==> config.mk <==
export PLATFORM = sky130hd
export DESIGN_NAME = dtcr_timer
export DESIGN_NICKNAME = d
export VERILOG_FILES = /design/src/dtcr_timer.v
export VERILOG_INCLUDE_DIRS = /design/src /design/src/src
export SDC_FILE = /design/constraint.sdc
export NUM_CORES = 1
export LEC_CHECK = 0
export BUFFER_PORTS_ARGS = -buffer_cell sky130_fd_sc_hd__buf_2
export CAP_MARGIN = 0
export CORE_ASPECT_RATIO = 0.7
export CORE_MARGIN = 5
export CORE_UTILIZATION = 40
export DETAILED_ROUTE_END_ITERATION = 7
export GPL_TIMING_DRIVEN = 0
export PLACE_DENSITY = 0.57
export SETUP_SLACK_MARGIN = 0.15
export SYNTH_ARGS = -nofsm -noshare
export SYNTH_HDL_FRONTEND = slang
export SYNTH_SLANG_ARGS = --single-unit
==> constraint.sdc <==
create_clock -name clk_i -period 2.92 [get_ports clk_i]
set_clock_uncertainty 0.05 [all_clocks]
set_input_delay 0.438 -clock clk_i [delete_from_list [all_inputs] [get_ports clk_i]]
set_output_delay 0.438 -clock clk_i [all_outputs]
set_load 0.05 [all_outputs]
==> src/dtcr_defs.vh <==
// Constants for the dual timer with shared capture/reload register.
// Assumes a plain word register port driven by a processor on clk_i.
`ifndef DTCR_DEFS_VH
`define DTCR_DEFS_VH

// ----------------------------------------
// Register offsets
// ----------------------------------------
`define DTCR_OFF_CORE_CTRL 16'hFF48
`define DTCR_OFF_CORE_IRQ 16'hFF68
`define DTCR_OFF_AUX_CTRL 16'hFF4A
`define DTCR_OFF_CORE_CNT 16'hFF50
`define DTCR_OFF_AUX_CNT 16'hFF52
`define DTCR_OFF_SHARED 16'hFF54
`define DTCR_OFF_SHARED_IRQ 16'hFF6A

// ----------------------------------------
// Field positions
// ----------------------------------------
`define DTCR_CC_RELOAD 15
`define DTCR_CC_TOGGLE 10
`define DTCR_CC_OE 9
`define DTCR_XX_DIR 7
`define DTCR_XX_RUN 6
`define DTCR_AC_CAPEN 15
`define DTCR_AC_CLR 14
`define DTCR_AC_EDGE_HI 13
`define DTCR_AC_EDGE_LO 12
`define DTCR_AC_MODE 3
`define DTCR_IC_FLAG 7
`define DTCR_IC_EN 6

// ----------------------------------------
// Writable masks and reset values
// ----------------------------------------
`define DTCR_CC_MASK 16'h87C7
`define DTCR_AC_MASK 16'hF0CF
`define DTCR_CTRL_RESET 16'h0000
`define DTCR_IC_RESET 8'h00
`define DTCR_PRESCALE_BASE 3

`endif

==> src/dtcr_timer.v <==
// Core and auxiliary 16-bit timers with a shared capture/reload register.
// Assumes a synchronous register port on clk_i; capture pin is asynchronous.
// Overview of operation
// - Core timer counts system clock divided by 8 to 1024 per select field.
// - Core timer counts only while its run bit 6 is one.
// - Core direction bit 7 selects up when zero, down when one.
// - Core wrap in either direction sets its request flag.
// - Core request reaches the interrupt output only while enable bit 6 set.
// - Toggle latch bit 10 inverts on each wrap; software may write it.
// - Output enable bit 9 routes latch to pin, else pin is port data.
// - Reload enable bit 15 loads shared register into core timer on wrap.
// - Each core wrap is output as a count strobe for capture/compare timers.
// - Toggle latch feeds auxiliary counter trigger regardless of pin enable.
// - Auxiliary timer direction bit 7, run bit 6 in both modes.
// - Auxiliary mode bit 3 chooses timer mode or counter mode.
// - Auxiliary timer mode uses same eight prescaler divisors via bits 2-0.
// - Capture enable bit 15 allows capturing auxiliary value into shared register.
// - Clear bit 14 clears auxiliary timer on selected capture pin edge.
// - Edge select bits 13-12 choose which capture pin edges count.
// - Reserved control bits hold no state and read as zero, except core control bit 8.
// - Interrupt control holds flag b7, enable b6, level b5-2, group b1-0.
// - Both counts are word read/write; control registers reset to zero.
// - Counter mode steps only on wrap-caused latch transitions, not writes.
// - Counter mode select: 1x1 rising, 110 falling, 111 both, else off.
// - Selected capture edge sets shared flag; with capture enabled it also latches value.
// - Reload does not set shared flag; core flag still sets.
`timescale 1ns/10ps
`include "dtcr_defs.vh"

module dtcr_timer (
  input wire clk_i,
  input wire rst_n_i,
  input wire ce_i,
  input wire [15:0] addr_i,
  input wire [15:0] wdata_i,
  input wire wr_i,
  input wire rd_i,
  output reg [15:0] rdata_o,
  input wire capture_input_pin_i,
  input wire port_data_i,
  output wire toggle_output_pin_o,
  output wire core_irq_o,
  output wire shared_irq_o,
  output wire capture_compare_unit_count_o
);

  // ----------------------------------------
  // Registers and state
  // ----------------------------------------
  reg [15:0] core_ctrl;
  reg [15:0] aux_ctrl;
  reg [7:0] core_ic;
  reg [7:0] shared_ic;
  reg [15:0] core_cnt;
  reg [15:0] aux_cnt;
  reg [15:0] shared_capture_reload;
  reg [9:0] prescale;
  reg [9:0] prescale_q;
  reg [2:0] cap_sync;
  reg cap_level;

  // Prescaler tick: divisor 2^(select+3); fires when low bits all one
  function tick_for;
    input [2:0] sel;
    input [9:0] cnt;
    input [9:0] cnt_prev;
    reg [3:0] bitpos;
    begin
      bitpos = {1'b0, sel} + 4'd2;
      tick_for = cnt[bitpos] & ~cnt_prev[bitpos];
    end
  endfunction

  function hit;
    input [15:0] a;
    input [15:0] off;
    begin
      hit = (a == off);
    end
  endfunction

  wire wr_core_ctrl = wr_i & hit(addr_i, `DTCR_OFF_CORE_CTRL);
  wire wr_aux_ctrl = wr_i & hit(addr_i, `DTCR_OFF_AUX_CTRL);
  wire wr_core_ic = wr_i & hit(addr_i, `DTCR_OFF_CORE_IRQ);
  wire wr_shared_ic = wr_i & hit(addr_i, `DTCR_OFF_SHARED_IRQ);
  wire wr_core_cnt = wr_i & hit(addr_i, `DTCR_OFF_CORE_CNT);
  wire wr_aux_cnt = wr_i & hit(addr_i, `DTCR_OFF_AUX_CNT);
  wire wr_shared = wr_i & hit(addr_i, `DTCR_OFF_SHARED);

  // ----------------------------------------
  // Prescaler
  // ----------------------------------------
  // Falling edge of a divider bit gives one tick per full divide period
  always @(posedge clk_i) begin
    if (!rst_n_i) begin
      prescale <= 10'h000;
      prescale_q <= 10'h000;
    end else if (ce_i) begin
      prescale <= prescale + 10'h001;
      prescale_q <= prescale;
    end
  end

  wire core_tick = tick_for(core_ctrl[2:0], prescale_q, prescale);
  wire aux_tmr_tick = tick_for(aux_ctrl[2:0], prescale_q, prescale);

  // ----------------------------------------
  // Core timer
  // ----------------------------------------
  wire core_dir = core_ctrl[`DTCR_XX_DIR];
  wire core_step = core_ctrl[`DTCR_XX_RUN] & core_tick;
  wire core_wrap = core_step & (core_dir ? (core_cnt == 16'h0000) : (core_cnt == 16'hFFFF));
  wire toggle = core_ctrl[`DTCR_CC_TOGGLE];
  assign capture_compare_unit_count_o = core_wrap;

  always @(posedge clk_i) begin
    if (!rst_n_i) begin
      core_cnt <= 16'h0000;
    end else if (ce_i) begin
      if (wr_core_cnt) begin
        core_cnt <= wdata_i;
      end else if (core_wrap && core_ctrl[`DTCR_CC_RELOAD]) begin
        core_cnt <= shared_capture_reload;
      end else if (core_step) begin
        core_cnt <= core_dir ? core_cnt - 16'h0001 : core_cnt + 16'h0001;
      end
    end
  end

  // Control: reserved bits other than bit 8 never stored; wrap toggle beats a software write
  always @(posedge clk_i) begin
    if (!rst_n_i) begin
      core_ctrl <= `DTCR_CTRL_RESET;
    end else if (ce_i) begin
      if (wr_core_ctrl) begin
        core_ctrl <= wdata_i & `DTCR_CC_MASK;
      end
      if (core_wrap) begin
        core_ctrl[`DTCR_CC_TOGGLE] <= ~toggle;
      end
    end
  end

  assign toggle_output_pin_o = core_ctrl[`DTCR_CC_OE] ? toggle : port_data_i;

  // ----------------------------------------
  // Auxiliary timer
  // ----------------------------------------
  // Counter trigger uses the wrap itself, so software writes never step it
  wire [2:0] aux_sel = aux_ctrl[2:0];
  wire tog_rise = core_wrap & ~toggle;
  wire tog_fall = core_wrap & toggle;
  wire aux_cnt_tick = aux_sel[2] & ((aux_sel[0] & tog_rise) | (aux_sel[1] & tog_fall));
  wire aux_in_tick = aux_ctrl[`DTCR_AC_MODE] ? aux_cnt_tick : aux_tmr_tick;
  wire aux_step = aux_ctrl[`DTCR_XX_RUN] & aux_in_tick;
  wire aux_dir = aux_ctrl[`DTCR_XX_DIR];

  always @(posedge clk_i) begin
    if (!rst_n_i) begin
      aux_ctrl <= `DTCR_CTRL_RESET;
    end else if (ce_i && wr_aux_ctrl) begin
      aux_ctrl <= wdata_i & `DTCR_AC_MASK;
    end
  end

  // ----------------------------------------
  // Capture input
  // ----------------------------------------
  always @(posedge clk_i) begin
    if (!rst_n_i) begin
      cap_sync <= 3'h0;
      cap_level <= 1'b0;
    end else if (ce_i) begin
      cap_sync <= {cap_sync[1:0], capture_input_pin_i};
      if (cap_sync[1] == cap_sync[2]) begin
        cap_level <= cap_sync[2];
      end
    end
  end

  wire cap_agree = (cap_sync[1] == cap_sync[2]);
  wire cap_rise = cap_agree & cap_sync[2] & ~cap_level;
  wire cap_fall = cap_agree & ~cap_sync[2] & cap_level;
  wire cap_edge = (aux_ctrl[`DTCR_AC_EDGE_LO] & cap_rise) | (aux_ctrl[`DTCR_AC_EDGE_HI] & cap_fall);
  wire cap_do = cap_edge & aux_ctrl[`DTCR_AC_CAPEN];
  wire aux_clr = cap_edge & aux_ctrl[`DTCR_AC_CLR];

  always @(posedge clk_i) begin
    if (!rst_n_i) begin
      aux_cnt <= 16'h0000;
    end else if (ce_i) begin
      if (aux_clr) begin
        aux_cnt <= 16'h0000;
      end else if (wr_aux_cnt) begin
        aux_cnt <= wdata_i;
      end else if (aux_step) begin
        aux_cnt <= aux_dir ? aux_cnt - 16'h0001 : aux_cnt + 16'h0001;
      end
    end
  end

  // Capture takes the pre-clear value, so capture and clear may coincide
  always @(posedge clk_i) begin
    if (!rst_n_i) begin
      shared_capture_reload <= 16'h0000;
    end else if (ce_i) begin
      if (cap_do) begin
        shared_capture_reload <= aux_cnt;
      end else if (wr_shared) begin
        shared_capture_reload <= wdata_i;
      end
    end
  end

  // ----------------------------------------
  // Interrupt control registers
  // ----------------------------------------
  // Hardware set wins over a software clear in the same cycle
  always @(posedge clk_i) begin
    if (!rst_n_i) begin
      core_ic <= `DTCR_IC_RESET;
      shared_ic <= `DTCR_IC_RESET;
    end else if (ce_i) begin
      if (wr_core_ic) begin
        core_ic <= wdata_i[7:0];
      end
      if (core_wrap) begin
        core_ic[`DTCR_IC_FLAG] <= 1'b1;
      end
      if (wr_shared_ic) begin
        shared_ic <= wdata_i[7:0];
      end
      // Only capture-pin edges set this flag; reload never does
      if (cap_edge || aux_clr) begin
        shared_ic[`DTCR_IC_FLAG] <= 1'b1;
      end
    end
  end

  assign core_irq_o = core_ic[`DTCR_IC_FLAG] & core_ic[`DTCR_IC_EN];
  assign shared_irq_o = shared_ic[`DTCR_IC_FLAG] & shared_ic[`DTCR_IC_EN];

  // ----------------------------------------
  // Read port
  // ----------------------------------------
  always @(posedge clk_i) begin
    if (!rst_n_i) begin
      rdata_o <= 16'h0000;
    end else if (ce_i) begin
      if (rd_i) begin
        case (addr_i)
          `DTCR_OFF_CORE_CTRL: rdata_o <= core_ctrl;
          `DTCR_OFF_AUX_CTRL: rdata_o <= aux_ctrl;
          `DTCR_OFF_CORE_IRQ: rdata_o <= {8'h00, core_ic};
          `DTCR_OFF_SHARED_IRQ: rdata_o <= {8'h00, shared_ic};
          `DTCR_OFF_CORE_CNT: rdata_o <= core_cnt;
          `DTCR_OFF_AUX_CNT: rdata_o <= aux_cnt;
          `DTCR_OFF_SHARED: rdata_o <= shared_capture_reload;
          default: rdata_o <= 16'h0000;
        endcase
      end else begin
        rdata_o <= 16'h0000;
      end
    end
  end

endmodule // dtcr_timer

## Yosys cells after proc, flatten, opt, wreduce, memory -nomap -nowiden

Index checks and enable logic that the tools add are counted.

- Add/sub/neg operators: 7
- $lt $le $gt $ge: 2
- Equality and inequality tests: 9
- Muxes and demuxes: 29
- Bitwise logic cells: 34
- Reduce and logical (&&, ||, !) cells: 20

Operator list:

| cell | count |
|---|---|
| $mux W16 | 11 |
| $eq A16 B16 Y1 const B | 8 |
| $pmux W16 S7 | 1 |
| $add A16 B1 Y16 const B | 2 |
| $sub A16 B1 Y16 const B | 2 |
| $and A1 B1 Y1 | 27 |
| $reduce_and A2 Y1 | 10 |
| $bmux W1 S4 | 4 |
| $logic_not A16 Y1 | 1 |
| $mux W8 | 2 |
| $mux W11 | 1 |
| $add A10 B1 Y10 const B | 1 |
| $lt A4 B5 Y1 const B | 2 |
| $mux W1 | 10 |
| $add A3 B2 Y4 const B | 2 |
| $reduce_bool A2 Y1 | 4 |
| $reduce_bool A3 Y1 | 2 |
| $not A1 Y1 | 5 |
| $logic_and A1 B1 Y1 | 2 |
| $or A1 B1 Y1 | 2 |
| $eq A1 B1 Y1 | 1 |
| $logic_or A1 B1 Y1 | 1 |

- Bits in registers: 123
- Bits of input ports: 39
- Output and inout port bits: 20
- Logic and storage cells: 116

## Logic depth before layout (Yosys ltp)

Gate-level depths: netlist of the first run.

- Depth after elaboration: 16
- Depth in mapped cells: 12
- Mapped depth without buffers: 10

## Least setup slack after synthesis of the first run

No wires, ideal clock.

- Path type: register to register
- From: register core_ctrl[7]
- To: register aux_cnt[10]
- Library setup time: 0.117 ns
- Data arrival time: 2.867 ns
- Data required time: 2.753 ns
- Slack: -0.115 ns
- Stages on the path, launching flop included: 9
- Path buffers: 2
- Clock period less this slack: 3.035 ns
- Path through: dfxtp_1 inv_1 nor2_1 nand3_1 a211oi_2 a21boi_1 clkbuf_1 clkbuf_1 a32o_1

- Word-level cells in the longest chain between the ends: 10
- Elaborated cells on any way between the ends: 12
- Classes of those cells: mux (2); bitwise (8); reduce/logical (2)

RTL lines:

| element | RTL line | RTL |
|---|---|---|
| from (decl) | dtcr_timer.v:50 | `reg [15:0] core_ctrl;` |
| from (signal assigned) | dtcr_timer.v:133 | `` core_ctrl <= `DTCR_CTRL_RESET; `` |
| from (signal assigned) | dtcr_timer.v:136 | `` core_ctrl <= wdata_i & `DTCR_CC_MASK; `` |
| from (signal, indexed assignment) | dtcr_timer.v:139 | `` core_ctrl[`DTCR_CC_TOGGLE] <= ~toggle; `` |
| $mux W1 * | dtcr_timer.v:112 | `wire core_wrap = core_step & (core_dir ? (core_cnt == 16'h0000) : (core_cnt == 16'hFFFF));` |
| $and A1 B1 Y1 * | dtcr_timer.v:112 |  |
| via capture_compare_unit_count_o | dtcr_timer.v:44 | `output wire capture_compare_unit_count_o` |
| $and A1 B1 Y1, on equally long branches | dtcr_timer.v:151, dtcr_timer.v:152 |  |
| $and A1 B1 Y1 | dtcr_timer.v:153 | `wire aux_cnt_tick = aux_sel[2] & ((aux_sel[0] & tog_rise) \| (aux_sel[1] & tog_fall));` |
| $or A1 B1 Y1 * | dtcr_timer.v:153 |  |
| $and A1 B1 Y1 * | dtcr_timer.v:153 |  |
| $mux W1 * | dtcr_timer.v:154 | `` wire aux_in_tick = aux_ctrl[`DTCR_AC_MODE] ? aux_cnt_tick : aux_tmr_tick; `` |
| $and A1 B1 Y1 * | dtcr_timer.v:155 | `` wire aux_step = aux_ctrl[`DTCR_XX_RUN] & aux_in_tick; `` |
| $reduce_bool A3 Y1 (no line) * | n/a |  |
| $reduce_and A2 Y1 (no line) * | n/a |  |
| to (signal assigned) | dtcr_timer.v:195 | `aux_cnt <= wdata_i;` |
| to (signal assigned) | dtcr_timer.v:197 | `aux_cnt <= aux_dir ? aux_cnt - 16'h0001 : aux_cnt + 16'h0001;` |
| to (decl) | dtcr_timer.v:55 | `reg [15:0] aux_cnt;` |

Mark *: on every way through the listed nets, which the timed path passes. The rest lies on a longest branch.
A chain may end at the register's enable or synchronous reset.

## Worst setup path after layout of the first run

- From: input addr_i[5]
- To: register rdata_o[5]

- Word-level cells in the longest chain between the ends: 3
- Elaborated cells on any way between the ends: 9
- Classes of those cells: eq/ne (7); mux (2)

RTL lines:

| element | RTL line | RTL |
|---|---|---|
| from (decl) | dtcr_timer.v:34 | `input wire [15:0] addr_i,` |
| $eq A16 B16 Y1 | dtcr_timer.v:251 | `case (addr_i)` |
| $pmux W16 S7 * | dtcr_timer.v:251 |  |
| $mux W16 * | dtcr_timer.v:250 | `if (rd_i) begin` |
| to (signal assigned) | dtcr_timer.v:252 | `` `DTCR_OFF_CORE_CTRL: rdata_o <= core_ctrl; `` |
| to (signal assigned) | dtcr_timer.v:253 | `` `DTCR_OFF_AUX_CTRL: rdata_o <= aux_ctrl; `` |
| to (signal assigned) | dtcr_timer.v:254 | `` `DTCR_OFF_CORE_IRQ: rdata_o <= {8'h00, core_ic}; `` |
| to (decl) | dtcr_timer.v:38 | `output reg [15:0] rdata_o,` |

Mark *: on every way between the ends. The rest lies on a longest branch, timed or not.

==> impl_metrics.tcl, run 1 <==
set metrics [dict create \
    status "finished with violations" \
    violations "DRC" \
    netlist_area_mm2 0.00762 \
    clk_pin_slew_worst_paths_ns 0.06 \
    register_area_mm2 0.00247 \
    path_buf_inv 4 \
    slew_viol_final 0 \
    ant_nets 0 \
    fin_nets 1095 \
    critPathCaptureType "flip-flop" \
    die_w_um 175 \
    cpPeakStageDelay_ns 0.38 \
    worst_slack_ns 0.164 \
    cts_made_buffers 17 \
    track_usage_pct 24.3 \
    nFillCells 1885 \
    clk_latency_ns 0.43 \
    final_common_cell "dfxtp_1" \
    worstReg2RegEnd "core_cnt[9]$_SDFFE_PN0P_" \
    crit_required_ns 3.22 \
    seq_area_frac_synth_pct 32.3 \
    netlist.area_leader.share_pct 32.3 \
    critPathKind "input port to flip-flop" \
    crit_family "simple AND/OR/NAND/NOR gates" \
    portBuffers 58 \
    worst_pin_slew_ns 0.902 \
    period_minus_slack_ns 2.76 \
    overflow 0 \
    arrival_ns 3.05 \
    multi_input_area_mm2 0.00492 \
    ir_drop_mv 0.318 \
    path_depth 10 \
    drt_pass1_iterations 8 \
    core_area_mm2 0.0188 \
    rr_worst_depth 10 \
    powerDensity_mw_per_mm2 453 \
    syn_nets 1006 \
    grt_start_max_net_pins 20 \
    syn_area_per_cell_um2 8.17 \
    first_global_vias 6825 \
    fin_setup_tns_ns 0 \
    final_cells 1276 \
    antenna_found_initial 1 \
    synth-main-ff-cell "dfxtp_1" \
    r2r_start "prescale[3]$_SDFFE_PN0P_" \
    worstSetupStartpointType "input port" \
    root_buffer "clkbuf_16" \
    wl_per_cell_um 21.3 \
    crit_path_start "addr_i[5]" \
    place_inst 1232 \
    drive_gt1_share_pct 15.4 \
    async_flop_share_pct 0 \
    first_iter_violations 916 \
    cts_buffer_depth 2 \
    max-slew-margin-rel_pct 39.9 \
    finalSetupViolCount 0 \
    cts.sinks 123 \
    final_cell_mix "dfxtp_1, nor2_1, nand2_1, mux2i_1, buf_2" \
    crit_end "rdata_o[5]$_SDFFE_PN0P_" \
    synth_top_area_cell "dfxtp_1" \
    globalplace.congestion 0.964 \
    hold_viol_final 0 \
    detailed_place_hpwl_mm 20.6 \
    syn2layout_area_growth_pct 18.6 \
    hold_class "input port to flip-flop" \
    die_y_um 125 \
    grt_pass1_wl_mm 41.2 \
    die_area_mm2 0.0219 \
    fp-row-count 42 \
    fin_crit_sh_pct 94.4 \
    maxCapViolCount 0 \
    crit_path_cell_trace "buf_2 > or3b_1 > or4_1 > buf_2 > nor4b_4 > buf_4 > clkbuf_1 > a222oi_1 > a21o_1 > a21oi_1" \
    io_pins 59 \
    num_vias 7575 \
    yosys-top-cells-area "dfxtp_1, mux2i_1, nor2_1, ha_1, nand2_1" \
    start_util_pct 40.5 \
    ys_warn_count 0 \
    antenna_cells 0 \
    drc_errors 7 \
    viasPerCell 5.94 \
    r2r_slack_ns 0.23 \
    fin_util_pct 48.0 \
    cp_max_fo 10 \
    fmax_mhz 363 \
    synthCells 932 \
    crit_top_cell "buf_2" \
    routed_wl_mm 27.2 \
    leakage_nw 3.61 \
    htreeDepth 4 \
    synth_seq_cells 123 \
    dpl_worst_slack_ns -0.392 \
    rsz0062_at_grt "yes" \
    crit_slowest_cell "or4_1" \
    synth-edff-count 0 \
    synth_cell_types 72 \
    cts_tree "done" \
]
## cell families after synthesis
logic type,synth area share (%)
fa+ha+maj,5.95
compound gates,20.7
flops,32.3
simple gates,24.0
xor+xnor,3.33
mux,9.64
buf+inv,3.99
## synthesized netlist by cell type, drive strengths merged (15+ instances only)
cell type / n
nand2: 96
nand2b: 21
nor2: 118
a311oi: 19
ha: 33
dfxtp: 123
mux2i: 70
inv: 22
nor3: 25
xnor2: 16
a21oi: 45
nand3: 38
clkbuf: 45
a21o: 15
o21ai: 33
## report_power, final
group	total (mW)	internal (mW)	switching, mW	leakage, nW
clock network	2.22	1.39	0.834	0.292
logic	0.180	0.0511	0.129	2.32
registers	1.69	1.68	0.00768	0.994
total	4.09	3.12	0.970	3.61
## worst min path at each step
stage,from,endpoint,cells past startpoint
6_report,capture_input_pin_i,cap_sync[0]$_SDFFE_PN0P_,3
4_1_cts,capture_input_pin_i,cap_sync[0]$_SDFFE_PN0P_,3
2_1_floorplan,cap_sync[0]$_SDFFE_PN0P_,cap_sync[0]$_SDFFE_PN0P_,2
3_3_place_gp,rdata_o[8]$_SDFFE_PN0P_,rdata_o[8]$_SDFFE_PN0P_,2
3_5_place_dp,rdata_o[5]$_SDFFE_PN0P_,rdata_o[5]$_SDFFE_PN0P_,2
5_1_grt,capture_input_pin_i,cap_sync[0]$_SDFFE_PN0P_,3
## layout make-up
cell class | instances | share of cell area, %
Inverter | 22 | 0.914
Clock inverter | 13 | 1.83
Clock buffer | 19 | 5.01
Multi-Input combinational cell | 732 | 54.5
Sequential cell | 123 | 27.4
Tap cell | 242 | 3.35
Buffer | 55 | 2.65
Timing Repair Buffer | 70 | 4.42
## tightest hold or removal path, cell delays in order
cell and delay [ns]:
buf_2 0.08, mux2i_1 0.05, nor2_1 0.07
## metal layers
layer | track usage [%] | routed length (µm)
met5 | 0 | 0
met4 | 8.63 | 657
met2 | 30.2 | 10100
met3 | 6.10 | 2860
met1 | 39.0 | 13600
## state kept, by name, summed over array words and instances (netlist names), 9 cells and up
name and count:
aux_cnt 16, aux_ctrl 10, core_cnt 16, core_ctrl 9, prescale 10, prescale_q 10
rdata_o 16, shared_capture_reload 16
## repair_timing
| item | CTS | global route |
|---|---|---|
| setup buffers | 5 | 7 |
| pin swaps | 3 | 0 |
| setup endpoints to repair | 43 | 41 |
| hold buffers | 0 | 0 |
| gates resized for setup | 15 | 27 |
## per-stage QoR
step	power, mW	cell area (µm²)	hold WS [ns]
floorplan	1.80	7630	0.410
global placement	1.90	8220	0.406
detailed placement	1.90	8220	0.413
CTS	4.09	8910	0.197
global route	4.20	9030	0.234
finish	4.09	9030	0.200
Power figures use the tool's default switching activity.
==> inputs of run 2 (changes only) <==
--- a/config.mk
+++ b/config.mk
@@ -6,7 +6,7 @@
 export SDC_FILE = /design/constraint.sdc
 export NUM_CORES = 1
 export LEC_CHECK = 0
-export BUFFER_PORTS_ARGS = -buffer_cell sky130_fd_sc_hd__buf_2
+export BUFFER_PORTS_ARGS = -buffer_cell sky130_fd_sc_hd__buf_4
 export CAP_MARGIN = 0
 export CORE_ASPECT_RATIO = 0.7
 export CORE_MARGIN = 5
==> impl_metrics.tcl, run 2 (synthesized netlist as in run 1, its figures left out) <==
set metrics [dict create \
    status "complete, no violations" \
    routedLengthMet1_mm 13.8 \
    slew_viol_final 0 \
    cts_made_buffers 17 \
    fin_crit_sh_pct 92.1 \
    cts_tree "done" \
    final_common_cell "dfxtp_1" \
    root_buffer "clkbuf_16" \
    hold_class "input port to flip-flop" \
    ir_drop_mv 0.308 \
    fp-row-count 42 \
    final_cells 1277 \
    cts_buffer_depth 2 \
    wl_per_cell_um 21.8 \
    first_global_vias 6860 \
    max-slew-margin-rel_pct 39.9 \
    hold_buffers 0 \
    cp_max_fo 10 \
    wl_met3_mm 2.89 \
    first_iter_violations 890 \
    met2_length_mm 10.5 \
    die_area_mm2 0.0219 \
    worst_pin_slew_ns 0.901 \
    globalplace.congestion 0.950 \
    rsz0062_at_grt "no" \
    viasPerCell 5.96 \
    powerDensity_mw_per_mm2 448 \
    final_cell_mix "dfxtp_1, nor2_1, nand2_1, buf_4, mux2i_1" \
    grt_start_max_net_pins 20 \
    maxCapViolCount 0 \
    cts.sinks 123 \
    drt_pass1_iterations 7 \
    critPathKind "flip-flop to output pin" \
    critPathCaptureType "output pin" \
    overflow 0 \
    io_pins 59 \
    drc_errors 0 \
    antenna_found_initial 1 \
    arrival_ns 2.20 \
    clk_latency_ns 0.43 \
    grt_pass1_wl_mm 41.8 \
    fin_nets 1095 \
    core_area_mm2 0.0188 \
    routed_wl_mm 27.8 \
    ant_nets 0 \
    detailed_place_hpwl_mm 20.7 \
    period_minus_slack_ns 2.69 \
    finalSetupViolCount 0 \
    worstSetupStartpointType "flip-flop" \
    hold_viol_final 0 \
    drive_gt1_share_pct 15.6 \
    die_y_um 125 \
    fmax_mhz 372 \
    num_vias 7607 \
    syn2layout_area_growth_pct 21.0 \
    track_usage_pct 24.7 \
    leakage_nw 3.67 \
    routed.top_layer "met4" \
    htreeDepth 4 \
    clk_pin_slew_worst_paths_ns 0.06 \
    p_total_mw 4.13 \
    start_util_pct 40.5 \
    crit_required_ns 2.43 \
    portBuffers 58 \
    die_w_um 175 \
    place_inst 1232 \
]
## run 2: cell types whose count changed in the layout (fill, tap and decap cells not counted), moves of 2 or more
cell,before,now
clkinvlp_4,4,2
buf_4,14,71
clkinv_4,2,4
buf_2,64,7
## run 2: repair_timing
action	CTS	global route
resized for setup	22	26
endpoints found under the hold margin	0	0
setup buffers	7	5
setup endpoints to repair	53	39
pin swaps	4	0
## run 2: metrics by stage
stage	hold WS [ns]	cell area (µm²)	setup TNS [ns]	worst slack (ns)	utilization [%]
after floorplan	0.410	7630	0	0.172	-
after global placement	0.412	8360	-14.69	-0.468	44.5
after detailed placement	0.419	8360	-15.48	-0.420	44.5
after CTS	0.195	9110	0	0.111	48.5
after global routing	0.207	9220	0	0.144	49.0
final	0.208	9220	0	0.231	49.0
## run 2: critical path, stage by stage (launching register included)
cell	delay, ns
dfxtp_1	0.35
clkbuf_2	0.22
o311ai_1	0.38
nand4_1	0.14
buf_4	0.20
a211oi_4	0.18
buf_4	0.16
buf_6	0.15
## run 2: power breakdown
group | internal [mW] | switching [mW] | total [mW]
Sequential | 1.68 | 0.00766 | 1.69
Clock | 1.40 | 0.850 | 2.25
Combinational | 0.0670 | 0.131 | 0.198
## run 2: area by class of cell
type	count	area (µm²)
inverters	22	82.6
clock buffers	20	457
multi-input cells	732	4970
clock inverters	12	163
diodes	1	2.50
well taps	242	303
fillers	1858	9600
plain buffers	55	240
repair buffers	70	529
flip-flops and latches	123	2470
## run 2: per-layer routing
layer / track usage [%] / up-vias
met1: 38.7 / 3592
met4: 7.43 / 0
met2: 31.6 / 369
met3: 7.48 / 38
li1: - / 3608
met5: 0 / -
## run 2: path summary, 6_finish.rpt
kind / from / end / slack, ns / depth (start not counted)
worst max-delay path: core_ctrl[1]$_SDFFE_PN0P_ / capture_compare_unit_count_o / 0.23 / 7
worst min-delay path: capture_input_pin_i / cap_sync[0]$_SDFFE_PN0P_ / 0.21 / 3
worst max register to register: core_ctrl[1]$_SDFFE_PN0P_ / core_cnt[9]$_SDFFE_PN0P_ / 0.23 / 10
worst min register to register: rdata_o[3]$_SDFFE_PN0P_ / rdata_o[3]$_SDFFE_PN0P_ / 0.43 / 2
